==> src/sysbus_handshake_pkg.sv <==
// package: constants for the system bus mastership and handshake block
package sysbus_handshake_pkg;
    localparam int unsigned ADDR_DATA_WIDTH  = 32;
    localparam int unsigned COMMAND_WIDTH    = 5;
    localparam int unsigned CMD_KIND_BIT     = 4;      // top command bit: 0 address, 1 data
    localparam logic        CMD_KIND_ADDRESS = 1'h0;
    localparam logic        CMD_KIND_DATA    = 1'h1;
    localparam logic        ACTIVE_N         = 1'h0;   // handshakes are active low
    localparam logic        INACTIVE_N       = 1'h1;

    // bus ownership states
    typedef enum logic [2:0] {
        ST_MASTER      = 3'b000,
        ST_REL_TURN    = 3'b001,
        ST_SLAVE_ARB   = 3'b010,
        ST_SLAVE_READ  = 3'b011,
        ST_RET_TURN    = 3'b100
    } own_state_t;
endpackage

==> src/sysbus_handshake.sv <==
// system bus mastership, turnaround and command handshake logic (device end)
//
// Notes on behaviour
// - every bus output comes straight from a flip-flop
// - every bus input passes an input flip-flop before use
// - as master, drive both buses and strobe valid when content is valid
// - master after reset; leave only on granted request or issued read
// - agent asks with bus request; device grants by negating owns-bus
// - after arbitrated release with no read pending, return to master once the request ends
// - pending read makes device release on its own, now or later
// - after own release, resume master when next external request ends
// - on release negate owns-bus and float buses for one turnaround cycle
// - on return buses stay undriven one cycle, then device drives them
// - valid strobe means new word on data bus and new command word
// - command accepted only if accept was active before and during strobe
// - read response data accepted at any rate with any gaps
// - top command bit: zero address cycle, one data cycle
// - in slave state with a request waiting, assert own bus request
`timescale 1ns/1ps
module sysbus_handshake
    import sysbus_handshake_pkg::*;
#(
    parameter int unsigned DW = ADDR_DATA_WIDTH,
    parameter int unsigned CW = COMMAND_WIDTH
) (
    input  wire logic          i_ref_clk,
    input  wire logic          i_rst_n,
    // system bus pins
    input  wire logic [DW-1:0] i_sys_addr_data_bus,
    output logic      [DW-1:0] o_sys_addr_data_bus,
    output logic               o_sys_addr_data_bus_oe,
    input  wire logic [CW-1:0] i_sys_command_bus,
    output logic      [CW-1:0] o_sys_command_bus,
    output logic               o_sys_command_bus_oe,
    output logic               o_proc_valid_n,
    input  wire logic          i_agent_valid_n,
    output logic               o_proc_owns_bus_n,
    input  wire logic          i_agent_accept_n,
    input  wire logic          i_agent_bus_request_n,
    output logic               o_proc_bus_request_n,
    // core side: outgoing cycles
    input  wire logic          i_core_valid,
    input  wire logic          i_core_is_data,
    input  wire logic          i_core_is_read,
    input  wire logic          i_core_is_last,
    input  wire logic [CW-2:0] i_core_code,
    input  wire logic [DW-1:0] i_core_word,
    input  wire logic          i_core_release_ok,
    output logic               o_core_ready,
    output logic               o_core_cmd_accepted,
    output logic               o_core_cmd_killed,
    // core side: incoming cycles
    output logic               o_rx_valid,
    output logic               o_rx_is_data,
    output logic [CW-2:0]      o_rx_code,
    output logic [DW-1:0]      o_rx_word,
    input  wire logic          i_rx_request_end,
    output logic               o_is_master
);
    own_state_t     state_r;
    own_state_t     state_nxt;
    logic [DW-1:0]  ad_in_r;
    logic [CW-1:0]  cmd_in_r;
    logic           agent_valid_n_in_r;
    logic           accept_in_r;
    logic           accept_prev_r;
    logic           agent_bus_request_n_in_r;
    logic           read_pending_r;
    logic           write_pending_r;
    logic           strobe_cmd;
    logic           cmd_ok;
    logic           drive;

    // input capture, one flip-flop then a second for the asynchronous far end
    logic [DW-1:0]  ad_meta_r;
    logic [CW-1:0]  cmd_meta_r;
    logic           agent_valid_n_meta_r;
    logic           accept_meta_r;
    logic           agent_bus_request_n_meta_r;
    always_ff @(posedge i_ref_clk or negedge i_rst_n) begin
        if (!i_rst_n) begin
            ad_meta_r     <= '0;
            cmd_meta_r    <= '0;
            agent_valid_n_meta_r <= INACTIVE_N;
            accept_meta_r <= INACTIVE_N;
            agent_bus_request_n_meta_r   <= INACTIVE_N;
            ad_in_r       <= '0;
            cmd_in_r      <= '0;
            agent_valid_n_in_r   <= INACTIVE_N;
            accept_in_r   <= INACTIVE_N;
            agent_bus_request_n_in_r     <= INACTIVE_N;
        end else begin
            ad_meta_r     <= i_sys_addr_data_bus;
            cmd_meta_r    <= i_sys_command_bus;
            agent_valid_n_meta_r <= i_agent_valid_n;
            accept_meta_r <= i_agent_accept_n;
            agent_bus_request_n_meta_r   <= i_agent_bus_request_n;
            ad_in_r       <= ad_meta_r;
            cmd_in_r      <= cmd_meta_r;
            agent_valid_n_in_r   <= agent_valid_n_meta_r;
            accept_in_r   <= accept_meta_r;
            agent_bus_request_n_in_r     <= agent_bus_request_n_meta_r;
        end
    end

    // accept history: a command counts only with accept active before and now
    always_ff @(posedge i_ref_clk or negedge i_rst_n) begin
        if (!i_rst_n) begin
            accept_prev_r <= INACTIVE_N;
        end else begin
            accept_prev_r <= accept_in_r;
        end
    end

    // only address cycles are gated by accept; data follows freely at core rate
    // nothing is taken in the edge that gives the bus away, or the word would go out floated
    assign strobe_cmd = (state_r == ST_MASTER) && (state_nxt == ST_MASTER) && i_core_valid && !i_core_is_data
                        && (agent_bus_request_n_in_r == INACTIVE_N);
    assign cmd_ok     = (accept_prev_r == ACTIVE_N) && (accept_in_r == ACTIVE_N);
    assign drive      = (state_r == ST_MASTER);
    assign o_core_ready = drive && (state_nxt == ST_MASTER) && (agent_bus_request_n_in_r == INACTIVE_N)
                          && (i_core_is_data || cmd_ok);
    assign o_is_master  = drive;

    // pending request bookkeeping, set wins over clear
    always_ff @(posedge i_ref_clk or negedge i_rst_n) begin
        if (!i_rst_n) begin
            read_pending_r  <= 1'b0;
            write_pending_r <= 1'b0;
        end else begin
            if (strobe_cmd && cmd_ok && i_core_is_read) begin
                read_pending_r <= 1'b1;
            end else if (state_r == ST_SLAVE_READ && i_rx_request_end) begin
                read_pending_r <= 1'b0;
            end
            // a core cycle waiting while we do not own the bus
            write_pending_r <= i_core_valid && !drive;
        end
    end

    // ownership state machine
    always_comb begin
        state_nxt = state_r;
        case (state_r)
            ST_MASTER: begin
                if (agent_bus_request_n_in_r == ACTIVE_N && i_core_release_ok) begin
                    state_nxt = ST_REL_TURN;
                end else if (read_pending_r && i_core_release_ok) begin
                    state_nxt = ST_REL_TURN;
                end
            end
            ST_REL_TURN: begin
                // bus floats one cycle before the agent may drive
                state_nxt = read_pending_r && (agent_bus_request_n_in_r != ACTIVE_N) ? ST_SLAVE_READ : ST_SLAVE_ARB;
            end
            ST_SLAVE_ARB: begin
                if (agent_bus_request_n_in_r == INACTIVE_N && !read_pending_r) begin
                    state_nxt = ST_RET_TURN;
                end else if (agent_bus_request_n_in_r == INACTIVE_N) begin
                    state_nxt = ST_SLAVE_READ;
                end
            end
            ST_SLAVE_READ: begin
                if (agent_bus_request_n_in_r == ACTIVE_N) begin
                    state_nxt = ST_SLAVE_ARB;
                end else if (i_rx_request_end) begin
                    state_nxt = ST_RET_TURN;
                end
            end
            ST_RET_TURN: begin
                state_nxt = ST_MASTER;
            end
            default: begin
                state_nxt = ST_MASTER;
            end
        endcase
    end

    always_ff @(posedge i_ref_clk or negedge i_rst_n) begin
        if (!i_rst_n) begin
            state_r <= ST_MASTER;
        end else begin
            state_r <= state_nxt;
        end
    end

    // bus outputs, all registered; enables follow the next ownership state
    always_ff @(posedge i_ref_clk or negedge i_rst_n) begin
        if (!i_rst_n) begin
            o_sys_addr_data_bus    <= '0;
            o_sys_command_bus      <= '0;
            o_sys_addr_data_bus_oe <= 1'b1;
            o_sys_command_bus_oe   <= 1'b1;
            o_proc_valid_n         <= INACTIVE_N;
            o_proc_owns_bus_n      <= ACTIVE_N;
            o_proc_bus_request_n   <= INACTIVE_N;
        end else begin
            o_sys_addr_data_bus_oe <= (state_nxt == ST_MASTER);
            o_sys_command_bus_oe   <= (state_nxt == ST_MASTER);
            o_proc_owns_bus_n      <= (state_nxt == ST_MASTER) ? ACTIVE_N : INACTIVE_N;
            o_proc_valid_n         <= (drive && o_core_ready && i_core_valid) ? ACTIVE_N : INACTIVE_N;
            if (drive && i_core_valid) begin
                o_sys_addr_data_bus <= i_core_word;
                o_sys_command_bus   <= {i_core_is_data ? CMD_KIND_DATA : CMD_KIND_ADDRESS,
                                        i_core_code};
            end
            // ask only while the bus stays away; not in the edge that takes it back
            o_proc_bus_request_n <= ((state_nxt != ST_MASTER) && write_pending_r) ? ACTIVE_N : INACTIVE_N;
        end
    end

    // command outcome pulses for the core
    always_ff @(posedge i_ref_clk or negedge i_rst_n) begin
        if (!i_rst_n) begin
            o_core_cmd_accepted <= 1'b0;
            o_core_cmd_killed   <= 1'b0;
        end else begin
            o_core_cmd_accepted <= strobe_cmd && cmd_ok;
            o_core_cmd_killed   <= strobe_cmd && (accept_prev_r == ACTIVE_N)
                                   && (accept_in_r == INACTIVE_N);
        end
    end

    // incoming cycles: any valid strobe in slave state, at any spacing
    always_ff @(posedge i_ref_clk or negedge i_rst_n) begin
        if (!i_rst_n) begin
            o_rx_valid   <= 1'b0;
            o_rx_is_data <= 1'b0;
            o_rx_code    <= '0;
            o_rx_word    <= '0;
        end else begin
            o_rx_valid <= !drive && (agent_valid_n_in_r == ACTIVE_N);
            if (!drive && agent_valid_n_in_r == ACTIVE_N) begin
                o_rx_is_data <= (cmd_in_r[CMD_KIND_BIT] == CMD_KIND_DATA);
                o_rx_code    <= cmd_in_r[CW-2:0];
                o_rx_word    <= ad_in_r;
            end
        end
    end
endmodule

==> config.mk <==
export PLATFORM = sky130hd
export DESIGN_NAME = sysbus_handshake
export DESIGN_NICKNAME = d
export VERILOG_FILES = /design/src/sysbus_handshake_pkg.sv /design/src/sysbus_handshake.sv
export SDC_FILE = /design/constraint.sdc
export NUM_CORES = 1
export LEC_CHECK = 0
export BUFFER_PORTS_ARGS = -buffer_cell sky130_fd_sc_hd__buf_2
export CORE_ASPECT_RATIO = 2
export CORE_MARGIN = 8
export CORE_UTILIZATION = 44
export DETAILED_ROUTE_END_ITERATION = 8
export PLACE_DENSITY = 0.7
export SYNTH_ARGS = -nofsm -noshare
export SYNTH_HDL_FRONTEND = slang
export SYNTH_SLANG_ARGS = --single-unit
==> constraint.sdc <==
create_clock -name i_ref_clk -period 1.9 [get_ports i_ref_clk]
set_input_delay 0.095 -clock i_ref_clk [delete_from_list [all_inputs] [get_ports i_ref_clk]]
set_output_delay 0.095 -clock i_ref_clk [all_outputs]
set_load 0.005 [all_outputs]
==> results.ini <==
[detailed_routing]
ant_nets = 0
drc = 0
wl_mm = 12.33
first_pass_iters = 4
met2_wirelength_mm = 6.740
drt-wirelength-per-cell_um = 17.32
vias = 3279
topRoutingLayerUsed = met4
first_iter_violations = 62
wl_met1_mm = 4.483
routed_via_density = 4.605
met3_length_um = 726

[power]
seqPwrFrac = 0.424
power_per_cell_area_mw_per_mm2 = 1505
p_switching_mw = 3.372
leakagePower_nw = 3.830
power.internal_mw = 8.645
vdd_ir_drop_max_v = 0.0009277
comb_power_share = 0.302
finalPower_mw = 12.02
clockPowerShare = 0.274
swShare = 0.2806

[final_layout]
stdcell_count = 712
ff_latch_area_sq_mm = 0.004193
drive_gt1_frac = 0.5338
antenna_cells = 0
layout_common_cells = buf_2, dfrtp_1, dlygate4sd3_1
multi_input_area_sq_mm = 0.001252
nFillCells = 891
mostFrequentLayoutCell = buf_2
syn2layout_area_growth_pct = 43.55
fin_nets = 633

[placed_design]
place_ws_ns = 0.1143
port_buffers = 166
gp_congestion = 0.7896
dpl.cell_count = 598
place_hpwl_mm = 8.188

[clock_tree]
clk_path_buf_depth = 2
cts_tree = yes
path_clk_slew_ns = 0.06
clock_latency_ns = 0.42
root_buffer = clkbuf_16
cts_buffers = 17
cts_sinks = 167
htreeDepth = 4

[sta]
worst_slack_ns = 0.06649
tightestPinTransition_ns = 0.3874
min_period_ns = 1.834
grt_setup_unrepaired = no
hold_viol_final = 0
fmax_mhz = 545.4
min_period_over_period = 0.9650
setup_tns_ns = 0
report.final.setup_viol = 0
drv_slew = 0
timing.slew.headroom = 0.7417
clock_skew_ns = 0.007851

[synthesis]
seq_area_frac_synth = 0.7537
yosysTopAreaCell = dfrtp_1
netlist.area_leader.share = 0.7064
syn_area_sq_mm = 0.005562
ys_seq_elements = 167
syn_nets = 367
postSynthAreaPerCell_sq_um = 19.65
synth_cell_types = 33
syn_inst = 283
synth_area_leaders = dfrtp_1, mux2_4, mux2_2
synth_warnings = 0

[setup_path]
cp_data_required_time_ns = 1.80
end_kind = primary output
arrival_ns = 1.74
path_max_fanout = 8
cp-start-kind = flop
critPathKind = reg2out

[grt]
grt_antenna_before_repair = 0
first_global_vias = 3886
grt_overflow = 0
grt_first_pass_wirelength_mm = 20.06
grt_max_degree = 52
grtUsageTotal = 0.1585

[run_status]
status = finished, final reports clean

[floorplanning]
die_w_um = 95.50
num_rows = 58
start_util = 0.4456
die_h_um = 175.0
core_sq_mm = 0.01248
io_pins = 168
fp.dieArea_sq_mm = 0.01671

[min_path]
min_path_type = in2reg

[job]
max_cap_viol_count = 0

==> final timing paths <==
path                       slack (ns)                      end  cells after the start         startpoint
max reg2reg                      0.14  o_sys_addr_data_bus[11]                      4         state_r[0]
min in group asynchronous        0.19  o_sys_addr_data_bus[24]                      2            i_rst_n
max in group asynchronous        0.98             o_rx_word[4]                      3            i_rst_n
max                              0.07             o_core_ready                      4         state_r[0]
min                              0.05     o_sys_command_bus_oe                      3  i_core_release_ok
min reg2reg                      0.35              ad_in_r[11]                      0      ad_meta_r[11]
==> power groups by stage <==
stage / clock network, mW / registers (mW) / logic [mW]
3_5_place_dp: 0 / 5.14 / 3.52
3_3_place_gp: 0 / 5.10 / 3.41
6_report: 3.29 / 5.10 / 3.63
2_1_floorplan: 0 / 5.18 / 2.05
4_1_cts: 3.39 / 5.11 / 3.68
5_1_grt: 3.54 / 5.23 / 3.92
==> flip-flops by register name, summed over array words and instances (netlist names), 3 cells and up <==
register	cells
o_rx_code	4
o_sys_command_bus	5
cmd_in_r	5
o_rx_word	32
cmd_meta_r	5
o_sys_addr_data_bus	32
ad_meta_r	32
ad_in_r	32
state_r	3
==> cell type report <==
type / count / share of cell area
inverter: 1 / 0.0004701
sequential: 167 / 0.5252
multi-input combinational: 106 / 0.1569
clock inverter: 13 / 0.01740
clock buffer: 19 / 0.05422
timing repair buffer: 256 / 0.2224
tap: 150 / 0.02351
==> synth_stat cells <==
| library cell | count |
|---|---|
| nand2_1 | 2 |
| and3_2 | 1 |
| and3b_2 | 1 |
| o211a_1 | 1 |
| buf_6 | 3 |
| dfstp_2 | 10 |
| nor3_4 | 1 |
| o21ba_2 | 1 |
| nor4_1 | 1 |
| o21ai_0 | 2 |
| dfrtp_1 | 157 |
| nand4_1 | 2 |
| or2_2 | 1 |
| nand3b_1 | 1 |
| buf_4 | 1 |
| nor2_1 | 2 |
| buf_12 | 4 |
| nor4b_1 | 1 |
| or3_1 | 2 |
| nand3_1 | 2 |
| and2_4 | 1 |
| a31oi_1 | 1 |
| nand2b_1 | 2 |
| mux2_2 | 25 |
| nor3_1 | 2 |
| and2b_2 | 1 |
| inv_1 | 1 |
| mux2_4 | 49 |
| o31ai_1 | 1 |
| a211oi_2 | 1 |
| nor2_2 | 1 |
| o21bai_1 | 1 |
| buf_2 | 1 |
==> layer usage <==
metal,up-vias,global-route usage
li1,1504,-
met1,1638,0.1617
met2,112,0.2776
met3,25,0.04643
met4,0,0.08457
met5,-,0
==> critical path, stage by stage (launching register included) <==
cell and delay (ns):
dfrtp_2 0.46, or2_2 0.35, a211oi_4 0.28, nor3_1 0.10, buf_2 0.14
==> per-stage QoR <==
step	hold WS [ns]	utilization	instance area (sq um)
6_report	0.04518	0.6396	7984
5_1_grt	0.03517	0.6396	7984
4_1_cts	0.02582	0.6390	7976
3_5_place_dp	0.03865	0.5278	6588
3_3_place_gp	0.02590	0.5278	6588
2_1_floorplan	-0.2006	-	5562
==> cells by family (layout without fill, tap and decap cells) <==
logic type	count (synthesis)	count (layout)	synth area share
DFF	167	167	0.7537
muxes	74	74	0.1829
and+or+nand+nor	24	24	0.02858
buffers and inverters	10	289	0.02340
AOI/OAI and AO/OA	8	8	0.01148
==> what timing repair did <==
action / in CTS / in global routing
hold buffers: 80 / 0
pin swaps: 1 / 2
endpoints found under the hold margin: 211 / 0
setup buffers: 1 / 1
setup endpoints to repair: 1 / 3
resized for setup: 2 / 0
No activity file was read; power rests on OpenSTA's default activity.
